**src/window_decode_pkg.sv**
```systemverilog
// Constants, register map and carriers for the memory window decode bridge
// ============================================================================
// Behaviour
// - Report the slowest secondary decode response in status bits 10:9.
// - That timing field always holds code 01, medium timing.
// - Set status bit 8 when initiator, parity error seen, response enabled.
// - Status bit 7, fast back-to-back, is read-only zero.
// - Status bit 5, 66 MHz capable, is read-only one.
// - Writable status flags clear on a written one; zero leaves them.
// - Non-prefetchable base bits 15:4 hold address bits 31:20, writable.
// - Base decode takes address bits 19:0 as zeros, 1 MB aligned.
// - Non-prefetchable limit bits 15:4 hold address bits 31:20, writable.
// - Limit decode takes address bits 19:0 as all ones.
// - Accesses inside the inclusive base-limit window are forwarded.
// - Prefetchable base bits 15:4 compare with address bits 31:20.
// - Prefetchable base low 20 address bits are zero, 1 MB granularity.
// - Full prefetchable base joins the upper register above the base.
// - Prefetchable base with its limit decides forwarding in that window.
// - Prefetchable base bits 3:0 read-only, report 32-bit addressing.
package window_decode_pkg;

    // ========================================================================
    // Register indices; byte address is four times the index
    localparam logic [7:0] IDX_SEC_STATUS = 8'h1e;
    localparam logic [7:0] IDX_NP_BASE    = 8'h20;
    localparam logic [7:0] IDX_NP_LIMIT   = 8'h22;
    localparam logic [7:0] IDX_PF_BASE    = 8'h24;
    localparam logic [7:0] IDX_PF_TOP     = 8'h26;
    localparam logic [7:0] IDX_PF_UPPER   = 8'h28;
    localparam logic [7:0] IDX_BRIDGE_CTL = 8'h3e;
    localparam logic [7:0] IDX_EVT_STATUS = 8'h40;
    localparam logic [7:0] IDX_EVT_MASK   = 8'h41;

    // ========================================================================
    // Field layout
    localparam int         WIN_LSB       = 4;
    localparam int         WIN_MSB       = 15;
    localparam int         WIN_W         = 12;
    localparam int         UPPER_W       = 12;
    localparam int         GRAN_BITS     = 20;
    localparam int         HUB_ADDR_W    = 64;
    localparam logic [19:0] LOW_ZEROS    = 20'h00000;
    localparam logic [19:0] LOW_ONES     = 20'hfffff;
    localparam logic [19:0] UPPER_PAD    = 20'h00000;
    localparam logic [31:0] HIGH_ZERO    = 32'h00000000;
    localparam logic [3:0] CAP_32BIT     = 4'h0;
    localparam logic [11:0] WIN_RESET    = 12'h000;
    localparam int         DEVSEL_LSB    = 9;
    localparam int         DEVSEL_MSB    = 10;
    localparam logic [1:0] DEVSEL_MEDIUM = 2'h1;
    localparam int         DPE_BIT       = 8;
    localparam int         FBB_BIT       = 7;
    localparam logic       FBB_VAL       = 1'h0;
    localparam int         CAP66_BIT     = 5;
    localparam logic       CAP66_VAL     = 1'h1;
    localparam int         PERR_EN_BIT   = 0;

    // Interrupt event bits
    localparam int         EV_PARITY = 0;
    localparam int         EV_NP_HIT = 1;
    localparam int         EV_PF_HIT = 2;
    localparam int         EV_MISS   = 3;
    localparam int         EV_W      = 4;

    // ========================================================================
    // Carriers
    typedef struct packed {
        logic [HUB_ADDR_W-1:0] addr;
        logic                  write;
    } mem_req_s;

    typedef struct packed {
        logic hit_np;
        logic hit_pf;
        logic forward;
        logic write;
    } mem_dec_s;

endpackage

```
**src/window_decode.sv**
```systemverilog
// Memory window decode and secondary status registers behind Wishbone
//
// Decided for this implementation: the Wishbone interface to the registers.
`timescale 1ns/1ps

module window_decode
    import window_decode_pkg::*;
(
    input  wire logic        clk_i,
    input  wire logic        rst_i,
    // Wishbone slave
    input  wire logic        wb_cyc_i,
    input  wire logic        wb_stb_i,
    input  wire logic        wb_we_i,
    input  wire logic [9:0]  wb_adr_i,
    input  wire logic [3:0]  wb_sel_i,
    input  wire logic [31:0] wb_dat_i,
    output logic      [31:0] wb_dat_o,
    output logic             wb_ack_o,
    // Hub-side memory access to decode
    input  wire logic        req_valid_i,
    input  wire mem_req_s    req_i,
    output logic             dec_valid_o,
    output mem_dec_s         dec_o,
    // Secondary bus parity sources
    input  wire logic        initiator_i,
    input  wire logic        perr_n_i,
    input  wire logic        int_parity_err_i,
    // Interrupt
    output logic             irq_o
);

    // ========================================================================
    // Decoding helpers
    function automatic logic [7:0] reg_index(input logic [9:0] adr);
        reg_index = adr[9:2];
    endfunction

    function automatic logic [15:0] win_word(input logic [11:0] f,
                                             input logic [3:0]  low);
        win_word = {f, low};
    endfunction

    // ========================================================================
    // State
    logic [WIN_W-1:0]   np_base;
    logic [WIN_W-1:0]   np_limit;
    logic [WIN_W-1:0]   pf_base;
    logic [WIN_W-1:0]   pf_top;
    logic [UPPER_W-1:0] pf_upper;
    logic               perr_resp_en;
    logic               dpe_flag;
    logic [EV_W-1:0]    evt_status;
    logic [EV_W-1:0]    evt_mask;
    logic [2:0]         perr_sync;
    logic               perr_seen;
    logic [7:0]         idx;
    logic               wr_req;
    logic               rd_req;
    logic               lo_lane;
    logic               hi_lane;
    logic [15:0]        sec_status;
    logic [HUB_ADDR_W-1:0] pf_lo_full;
    logic [HUB_ADDR_W-1:0] pf_hi_full;
    logic [31:0]        np_lo_full;
    logic [31:0]        np_hi_full;
    logic               in_np;
    logic               in_pf;
    logic               parity_set;
    logic [EV_W-1:0]    events;
    logic [31:0]        next_rd;

    // Bus request qualifiers
    assign idx     = reg_index(wb_adr_i);
    assign wr_req  = wb_cyc_i && wb_stb_i && wb_we_i && !wb_ack_o;
    assign rd_req  = wb_cyc_i && wb_stb_i && !wb_we_i && !wb_ack_o;
    assign lo_lane = wb_sel_i[0];
    assign hi_lane = wb_sel_i[1];

    // ========================================================================
    // Parity error pin, three stages, level taken when last two agree
    always_ff @(posedge clk_i)
    begin
        if (rst_i)
            perr_sync <= 3'h7;
        else
            perr_sync <= {perr_sync[1:0], perr_n_i};
    end

    // Filtered asserted level of the active-low pin
    always_ff @(posedge clk_i)
    begin
        if (rst_i)
            perr_seen <= 1'b0;
        else if (perr_sync[1] == perr_sync[2])
            perr_seen <= !perr_sync[2];
    end

    // ========================================================================
    // Window registers, only the 12-bit fields hold state
    always_ff @(posedge clk_i)
    begin
        if (rst_i)
        begin
            np_base  <= WIN_RESET;
            np_limit <= WIN_RESET;
            pf_base  <= WIN_RESET;
            pf_top   <= WIN_RESET;
        end
        else if (wr_req)
        begin
            if (idx == IDX_NP_BASE)
            begin
                if (lo_lane) np_base[3:0]  <= wb_dat_i[7:4];
                if (hi_lane) np_base[11:4] <= wb_dat_i[15:8];
            end
            if (idx == IDX_NP_LIMIT)
            begin
                if (lo_lane) np_limit[3:0]  <= wb_dat_i[7:4];
                if (hi_lane) np_limit[11:4] <= wb_dat_i[15:8];
            end
            if (idx == IDX_PF_BASE)
            begin
                if (lo_lane) pf_base[3:0]  <= wb_dat_i[7:4];
                if (hi_lane) pf_base[11:4] <= wb_dat_i[15:8];
            end
            if (idx == IDX_PF_TOP)
            begin
                if (lo_lane) pf_top[3:0]  <= wb_dat_i[7:4];
                if (hi_lane) pf_top[11:4] <= wb_dat_i[15:8];
            end
        end
    end

    // Prefetchable upper address bits and bridge control
    always_ff @(posedge clk_i)
    begin
        if (rst_i)
        begin
            pf_upper     <= WIN_RESET;
            perr_resp_en <= 1'b0;
        end
        else if (wr_req)
        begin
            if (idx == IDX_PF_UPPER)
            begin
                if (lo_lane) pf_upper[7:0]  <= wb_dat_i[7:0];
                if (hi_lane) pf_upper[11:8] <= wb_dat_i[11:8];
            end
            if (idx == IDX_BRIDGE_CTL && lo_lane)
                perr_resp_en <= wb_dat_i[PERR_EN_BIT];
        end
    end

    // ========================================================================
    // Data parity error flag, set wins over write-one clear
    assign parity_set = initiator_i && (perr_seen || int_parity_err_i)
                        && perr_resp_en;

    always_ff @(posedge clk_i)
    begin
        if (rst_i)
            dpe_flag <= 1'b0;
        else if (parity_set)
            dpe_flag <= 1'b1;
        else if (wr_req && idx == IDX_SEC_STATUS && hi_lane
                 && wb_dat_i[DPE_BIT])
            dpe_flag <= 1'b0;
    end

    // Status word, fixed fields and reserved zeros
    always_comb
    begin
        sec_status = 16'h0000;
        sec_status[DEVSEL_MSB:DEVSEL_LSB] = DEVSEL_MEDIUM;
        sec_status[DPE_BIT]   = dpe_flag;
        sec_status[FBB_BIT]   = FBB_VAL;
        sec_status[CAP66_BIT] = CAP66_VAL;
    end

    // ========================================================================
    // Window bounds at full width
    assign np_lo_full = {np_base, LOW_ZEROS};
    assign np_hi_full = {np_limit, LOW_ONES};
    assign pf_lo_full = {UPPER_PAD, pf_upper, pf_base, LOW_ZEROS};
    assign pf_hi_full = {UPPER_PAD, pf_upper, pf_top, LOW_ONES};

    // Inclusive compares
    assign in_np = (req_i.addr[63:32] == HIGH_ZERO)
                   && (req_i.addr[31:0] >= np_lo_full)
                   && (req_i.addr[31:0] <= np_hi_full);
    assign in_pf = (req_i.addr >= pf_lo_full)
                   && (req_i.addr <= pf_hi_full);

    // Registered decode answer, one cycle after the request
    always_ff @(posedge clk_i)
    begin
        if (rst_i)
        begin
            dec_valid_o <= 1'b0;
            dec_o       <= '0;
        end
        else
        begin
            dec_valid_o <= req_valid_i;
            if (req_valid_i)
            begin
                dec_o.hit_np  <= in_np;
                dec_o.hit_pf  <= in_pf;
                dec_o.forward <= in_np || in_pf;
                dec_o.write   <= req_i.write;
            end
        end
    end

    // ========================================================================
    // Interrupt events, sticky with write-one clear, set wins
    always_comb
    begin
        events = '0;
        events[EV_PARITY] = parity_set && !dpe_flag;
        events[EV_NP_HIT] = req_valid_i && in_np;
        events[EV_PF_HIT] = req_valid_i && in_pf;
        events[EV_MISS]   = req_valid_i && !in_np && !in_pf;
    end

    always_ff @(posedge clk_i)
    begin
        if (rst_i)
            evt_status <= '0;
        else if (wr_req && idx == IDX_EVT_STATUS && lo_lane)
            evt_status <= (evt_status & ~wb_dat_i[EV_W-1:0]) | events;
        else
            evt_status <= evt_status | events;
    end

    // Mask register
    always_ff @(posedge clk_i)
    begin
        if (rst_i)
            evt_mask <= '0;
        else if (wr_req && idx == IDX_EVT_MASK && lo_lane)
            evt_mask <= wb_dat_i[EV_W-1:0];
    end

    // Level interrupt from a flip-flop
    always_ff @(posedge clk_i)
    begin
        if (rst_i)
            irq_o <= 1'b0;
        else
            irq_o <= |(evt_status & evt_mask);
    end

    // ========================================================================
    // Read multiplexer, unmapped reads return zero
    always_comb
    begin
        next_rd = 32'h00000000;
        unique case (idx)
            IDX_SEC_STATUS: next_rd[15:0] = sec_status;
            IDX_NP_BASE:    next_rd[15:0] = win_word(np_base, 4'h0);
            IDX_NP_LIMIT:   next_rd[15:0] = win_word(np_limit, 4'h0);
            IDX_PF_BASE:    next_rd[15:0] = win_word(pf_base, CAP_32BIT);
            IDX_PF_TOP:     next_rd[15:0] = win_word(pf_top, CAP_32BIT);
            IDX_PF_UPPER:   next_rd[UPPER_W-1:0] = pf_upper;
            IDX_BRIDGE_CTL: next_rd[PERR_EN_BIT] = perr_resp_en;
            IDX_EVT_STATUS: next_rd[EV_W-1:0] = evt_status;
            IDX_EVT_MASK:   next_rd[EV_W-1:0] = evt_mask;
            default:        next_rd = 32'h00000000;
        endcase
    end

    // Acknowledge one cycle after the strobe, every address answered
    always_ff @(posedge clk_i)
    begin
        if (rst_i)
        begin
            wb_ack_o <= 1'b0;
            wb_dat_o <= 32'h00000000;
        end
        else
        begin
            wb_ack_o <= wr_req || rd_req;
            if (rd_req)
                wb_dat_o <= next_rd;
        end
    end

    // ========================================================================
    // Checks
    devsel_code_a: assert property (
        @(posedge clk_i) disable iff (rst_i)
        $past(rd_req) && $past(idx) == IDX_SEC_STATUS
        |-> wb_ack_o && wb_dat_o[10:9] == 2'h1)
        else $error("Timing code not medium");

    fixed_bits_a: assert property (
        @(posedge clk_i) disable iff (rst_i)
        $past(rd_req) && $past(idx) == IDX_SEC_STATUS
        |-> !wb_dat_o[7] && wb_dat_o[5]
            && wb_dat_o[4:0] == 5'h00 && !wb_dat_o[6])
        else $error("Fixed status bits wrong");

    status_reserved_a: assert property (
        @(posedge clk_i) disable iff (rst_i)
        $past(rd_req) && $past(idx) == IDX_SEC_STATUS
        |-> wb_dat_o[31:11] == 21'h0)
        else $error("Status reserved bits nonzero");

    parity_set_a: assert property (
        @(posedge clk_i) disable iff (rst_i)
        $rose(dpe_flag) |-> $past(initiator_i) && $past(perr_resp_en)
            && ($past(perr_seen) || $past(int_parity_err_i)))
        else $error("Parity flag set without cause");

    parity_clear_a: assert property (
        @(posedge clk_i) disable iff (rst_i)
        wr_req && idx == IDX_SEC_STATUS && wb_sel_i[1] && wb_dat_i[8]
        && !parity_set |=> !dpe_flag)
        else $error("Parity flag not cleared by one");

    parity_hold_a: assert property (
        @(posedge clk_i) disable iff (rst_i)
        dpe_flag && !(wr_req && idx == IDX_SEC_STATUS && wb_sel_i[1]
        && wb_dat_i[8]) |=> dpe_flag)
        else $error("Parity flag lost without a one");

    base_write_a: assert property (
        @(posedge clk_i) disable iff (rst_i)
        wr_req && idx == IDX_NP_BASE && wb_sel_i[1:0] == 2'h3
        |=> np_base == $past(wb_dat_i[15:4]))
        else $error("Base field not written");

    limit_write_a: assert property (
        @(posedge clk_i) disable iff (rst_i)
        wr_req && idx == IDX_NP_LIMIT && wb_sel_i[1:0] == 2'h3
        |=> np_limit == $past(wb_dat_i[15:4]))
        else $error("Limit field not written");

    np_window_a: assert property (
        @(posedge clk_i) disable iff (rst_i)
        req_valid_i && req_i.addr[63:32] == 32'h0
        && req_i.addr[31:20] >= np_base && req_i.addr[31:20] <= np_limit
        |=> dec_valid_o && dec_o.hit_np && dec_o.forward)
        else $error("Window hit not forwarded");

    np_outside_a: assert property (
        @(posedge clk_i) disable iff (rst_i)
        req_valid_i && (req_i.addr[31:20] < np_base
        || req_i.addr[31:20] > np_limit) |=> !dec_o.hit_np)
        else $error("Outside window hit");

    pf_window_a: assert property (
        @(posedge clk_i) disable iff (rst_i)
        req_valid_i && req_i.addr[31:20] < pf_base
        && req_i.addr[43:32] == pf_upper
        |=> dec_valid_o && !dec_o.hit_pf)
        else $error("Below prefetch base hit");

    pf_inside_a: assert property (
        @(posedge clk_i) disable iff (rst_i)
        req_valid_i && req_i.addr[63:44] == 20'h0
        && req_i.addr[43:32] == pf_upper
        && req_i.addr[31:20] >= pf_base && req_i.addr[31:20] <= pf_top
        |=> dec_valid_o && dec_o.hit_pf && dec_o.forward)
        else $error("Prefetch hit not forwarded");

    cap_bits_a: assert property (
        @(posedge clk_i) disable iff (rst_i)
        $past(rd_req) && $past(idx) == IDX_PF_BASE
        |-> wb_dat_o[3:0] == 4'h0 && wb_dat_o[31:16] == 16'h0)
        else $error("Capability bits wrong");

    np_reserved_a: assert property (
        @(posedge clk_i) disable iff (rst_i)
        $past(rd_req) && ($past(idx) == IDX_NP_BASE
        || $past(idx) == IDX_NP_LIMIT)
        |-> wb_dat_o[3:0] == 4'h0)
        else $error("Reserved bits read nonzero");

    irq_level_a: assert property (@(posedge clk_i) disable iff (rst_i)
        |(evt_status & evt_mask) ##1 |(evt_status & evt_mask) |-> irq_o)
        else $error("Interrupt not raised");

endmodule // window_decode

```
**config.mk**
```make
export PLATFORM = sky130hd
export DESIGN_NAME = window_decode
export DESIGN_NICKNAME = d
export VERILOG_FILES = /design/src/window_decode_pkg.sv /design/src/window_decode.sv
export SDC_FILE = /design/constraint.sdc
export NUM_CORES = 1
export LEC_CHECK = 0
export BUFFER_PORTS_ARGS = -buffer_cell sky130_fd_sc_hd__buf_2
export CAP_MARGIN = 25
export CORE_MARGIN = 10
export CORE_UTILIZATION = 50
export CTS_CLUSTER_SIZE = 14
export DETAILED_ROUTE_END_ITERATION = 7
export PLACE_DENSITY = 0.77
export SKIP_CTS_REPAIR_TIMING = 1
export SLEW_MARGIN = 20
export SYNTH_ARGS = -nofsm -noshare
export SYNTH_HDL_FRONTEND = slang
export SYNTH_SLANG_ARGS = --single-unit
```
**constraint.sdc**
```tcl
create_clock -name clk_i -period 8.5 [get_ports clk_i]
set_clock_uncertainty 0.1 [all_clocks]
set_input_delay 2.55 -clock clk_i [delete_from_list [all_inputs] [get_ports clk_i]]
set_output_delay 2.55 -clock clk_i [all_outputs]
set_load 0.05 [all_outputs]
```
# Word level (Yosys, flattened, before mapping)
# Index checks and enable logic that the tools add are counted.
# Widths: inputs -> output; s select.
[word_totals]
word_cells = 96
out_inout_bits = 39
regBits = 97
[op_classes]
order_cmp = 4
reduce_logical = 46
n_mux = 7
bitwise_logic = 5
eq_ne = 10
[op_table]
columns = ["cell", "n"]
rows = [
  ["$ge 64x44->1", 1],
  ["$le 64x44->1", 1],
  ["$eq 8x6->1 const B", 6],
  ["$pmux 8 s6", 1],
  ["$ge 32x32->1", 1],
  ["$le 32x32->1", 1],
  ["$logic_not 32->1", 1],
  ["$reduce_and 3->1", 10],
  ["$logic_and 1x1->1", 23],
  ["$eq 8x7->1 const B", 2],
  ["$pmux 4 s4", 1],
  ["$pmux 3 s3", 1],
  ["$and 4x4->4", 2],
  ["$eq 8x5->1 const B", 1],
  ["$or 4x4->4", 2],
  ["$logic_not 1->1", 6],
  ["$mux 4", 1],
  ["$not 4->4", 1],
  ["$pmux 1 s4", 1],
  ["$reduce_or 4->1", 1],
  ["$logic_or 1x1->1", 3],
  ["$mux 1", 2],
  ["$reduce_and 2->1", 1],
  ["$reduce_bool 2->1", 1],
  ["$eq 1x1->1", 1],
]

# Depth between registers and ports, before layout
[depth]
word_depth = 8
mapped_depth = 9
depth_no_buf = 8

# Worst setup path after synthesis
# OpenSTA, ideal clock, no wires.
[synth_path]
kind = "input to register"
from = "input port req_i[42] (netlist bit)"
to = "register evt_status[3]"
arrival_time_ns = 4.467
stages = 7
setup_slack_ns = 3.817
setup_time_ns = 0.116
path_buffers = 0
path_cell_list = "ha_1 a21oi_1 o211ai_1 or3_1 or4_1 a221o_1 a31o_1"
[synth_via]
elab_chain_cells = 8
[synth_rtl]
columns = ["element", "line", "source"]
rows = [
  ["start: declaration", "window_decode.sv:22", "input wire mem_req_s req_i,"],
  ["parallel branches: the longest is 5 deep, another holds $ge 64x44->1", "--", ""],
  ["$logic_and 1x1->1 *", "window_decode.sv:224", "events[EV_MISS] = req_valid_i && !in_np && !in_pf;"],
  ["$or 4x4->4, on equally long branches", "window_decode.sv:234, window_decode.sv:232", ""],
  ["$mux 4 *", "window_decode.sv:231", "else if (wr_req && idx == IDX_EVT_STATUS && lo_lane)"],
  ["end signal: assignment", "window_decode.sv:232", "evt_status <= (evt_status & ~wb_dat_i[EV_W-1:0]) | events;"],
  ["end signal: assignment", "window_decode.sv:234", "evt_status <= evt_status | events;"],
  ["end: declaration", "window_decode.sv:53", "logic [EV_W-1:0] evt_status;"],
]
# Every way passes the cells marked *.
# A chain may end at the register's enable or synchronous reset.

# Worst setup path in the final report
[layout_path]
from = "input port wb_adr_i[2]"
to = "register pf_top[9]"
[layout_via]
elab_chain_cells = 2
[layout_rtl]
columns = ["element", "line", "source"]
rows = [
  ["start: declaration", "window_decode.sv:15", "input wire logic [9:0] wb_adr_i,"],
  ["$eq 8x6->1", "window_decode.sv:127", "if (idx == IDX_PF_TOP)"],
  ["$reduce_and 3->1 (no source line)", "--", ""],
  ["end signal: assignment", "window_decode.sv:130", "if (hi_lane) pf_top[11:4] <= wb_dat_i[15:8];"],
  ["end: declaration", "window_decode.sv:49", "logic [WIN_W-1:0] pf_top;"],
]
# No other way between the ends.

==> out/results.ini <==
[grt]
grt_max_degree=98
gr-total-overflow=0
grt_first_pass_wirelength_um=26980
antenna_found_initial=0
grt_pass1_vias=5558
track_usage_pct=20.03

[finish]
antenna_cells=0
fin_cells=941
final_nets=974
final_common_cell=buf_2
fin_util_pct=59.35
multi_input_area_um2=3525
nFillCells=1014
area_growth_pct=15.70
final_cell_mix=buf_2 (122), nor2_1 (102), dfxtp_1 (97)
drive_above_1_share_pct=20.18
regArea_um2=1942
fin_area_um2=6805

[worst_setup_path]
crit_fanout=14
cp_slowest_cell=nor2b_1
required_ns=8.59
setup.worst_path.end_class=flip-flop
r2r_cells=8
arrival_ns=4.99
path_class=input pin to flip-flop
cp_slowest_stage_delay_ns=0.84
start_kind=input pin
cp_cell_sequence=buf_2 > nor4b_1 > nand2b_1 > nor3b_1 > buf_4 > nor2b_1 > mux2i_1 > nor2_1

[worst_hold_path]
holdPathStages=1
hp-class=flip-flop to flip-flop

[logic_synthesis]
syn_inst=685
synth_top_area_share_pct=33.01
synth_area_per_cell_um2=8.587
ys_ff_latch=97
synth-edff-count=0
synth.distinct_cells=52
yosys.area.top_type=dfxtp_1
ys_seq_area_share_pct=33.01
async_flop_share_pct=0
synth_ff_type=dfxtp_1
netlist_top_cells_area=dfxtp_1 (33%), ha_1 (13%), mux2i_1 (12%)
syn_area_um2=5882
yosysWarnings=0

[die]
fp.dieH_um=128.5
row_count=39
start_util_pct=51.29
die_area_um2=16500
core_area_um2=11470
chipWidth_um=128.5
io_pins=159

[drt]
drtAntennaViolNets=0
first_pass_iters=5
wirelength_um=17170
via_count=5451
drt_iter0_drc=496
avgViaCountPerCell=5.793
routedWlPerCell_um=18.25
drc=0

[power_and_ir_drop]
p_leak_nw=2.608
p_comb_share_pct=13.7
switchingPower_w=0.0002603
ir_drop_v=0.0001334
power.share.clock_pct=38.7
p_int_w=0.0007090
switching_share_pct=26.85
power_frac_seq_pct=47.6
p_per_area_nw_per_um2=142.4

[timing]
relSlewSlack_pct=31.51
drv_slew=0
tightest_slew_ns=1.025
fmaxAchievable_mhz=204.3
fin_crit_ns=4.895
rsz0062_at_grt=false
fin_crit_sh_pct=57.59
finalSetupTns_ns=0
setup_violations=0
hold_viol_final=0

[clock_tree]
clock-sinks=97
ctsHtreeMaxLevel=3
clk_pin_slew_ns=0.06
cts_tree=yes
clk_latency_ns=0.34
root_buffer=clkbuf_16
cts_buffers=9
cts_buffer_depth=2

[outcome]
status=complete, no violations

[placement]
port_buffers=122
placed_area_um2=6523
placed_cells=925
gp_congestion=0.8807
hpwl_um=13640

[job]
drv_cap=0

routing by layer:
layer	global-route usage [%]	vias to the layer above	part of all wire, %
li1	-	2629	-
met1	22.20	2529	39
met2	35.42	246	50
met3	5.216	47	8.1
met4	8.477	0	3.4
met5	0	-	0
synth_stat cells (4+ instances only):
library cell	count
or2_2	4
nand2b_1	8
nand4_1	15
and4_1	6
a311oi_1	4
nand2_1	30
clkbuf_1	18
buf_1	5
nand3_1	12
a22oi_1	12
nor3_1	17
a221o_1	9
buf_4	16
a21oi_1	35
a21o_1	5
or4_1	6
inv_1	65
nor4_1	11
mux2_2	5
o21ai_0	12
mux2i_1	71
ha_1	60
nor2_1	102
a211oi_1	7
dfxtp_1	97
nor2b_1	7
a221oi_1	6
registers in the layout (all words and copies together), names as in the netlist, 3 cells and up:
signal / cells
wb_dat_o: 16
np_base: 12
np_limit: 12
pf_base: 12
pf_top: 12
pf_upper: 12
dec_o: 4
evt_mask: 4
evt_status: 4
perr_sync: 3
critical path, delay by kind of cell:
kind,cells,cell delay [ns]
AND/OR/NAND/NOR,5,1.71
multiplexers,1,0.31
buffers and inverters,2,0.41
worst paths after layout:
| kind | from | to | slack (ns) |
|---|---|---|---|
| min | perr_sync[0]$_SDFF_PP1_ | perr_sync[1]$_SDFF_PP1_ | 0.30 |
| max reg2reg | pf_top[3]$_SDFFE_PP0P_ | dec_o[1]$_SDFFE_PP0P_ | 5.71 |
| max | wb_adr_i[2] | pf_top[9]$_SDFFE_PP0P_ | 3.61 |
| min reg2reg | perr_sync[0]$_SDFF_PP1_ | perr_sync[1]$_SDFF_PP1_ | 0.30 |
through the flow:
stage               setup slack, ns  total power [W]  hold WS, ns
finish                        3.605        0.0009693       0.3017
CTS                           3.646        0.0009712       0.3037
global placement              3.404        0.0005965       0.2939
global route                  3.429         0.001004       0.3190
floorplan                     3.817        0.0005559       0.2895
detailed placement            3.358        0.0006026       0.2929
logic make-up after synthesis:
family          Yosys count  share of synthesized area (%)
flops                    97                          33.01
simple gates            233                          19.91
fa+ha+maj                60                          12.76
compound gates          110                          13.10
buf+inv                 108                          8.105
mux                      76                          13.04
other cells               1                        0.06376
power by group through the flow:
stage,registers (W),clock network [W],logic [W]
after floorplan,0.000483,0,0.0000725
after global placement,0.000471,0,0.000125
after detailed placement,0.000471,0,0.000131
after CTS,0.000461,0.000378,0.000132
after global routing,0.000461,0.000397,0.000146
final,0.000461,0.000375,0.000133
final cells by class:
| class | instances | share of cell area [%] |
|---|---|---|
| clock inverter | 4 | 0.4229 |
| inverter | 65 | 3.585 |
| timing repair buffer | 126 | 9.469 |
| tap | 143 | 2.629 |
| clock buffer | 11 | 3.567 |
| multi-input combinational | 495 | 51.79 |
| sequential | 97 | 28.53 |
Note: power is estimated with default switching activity, not from simulation.
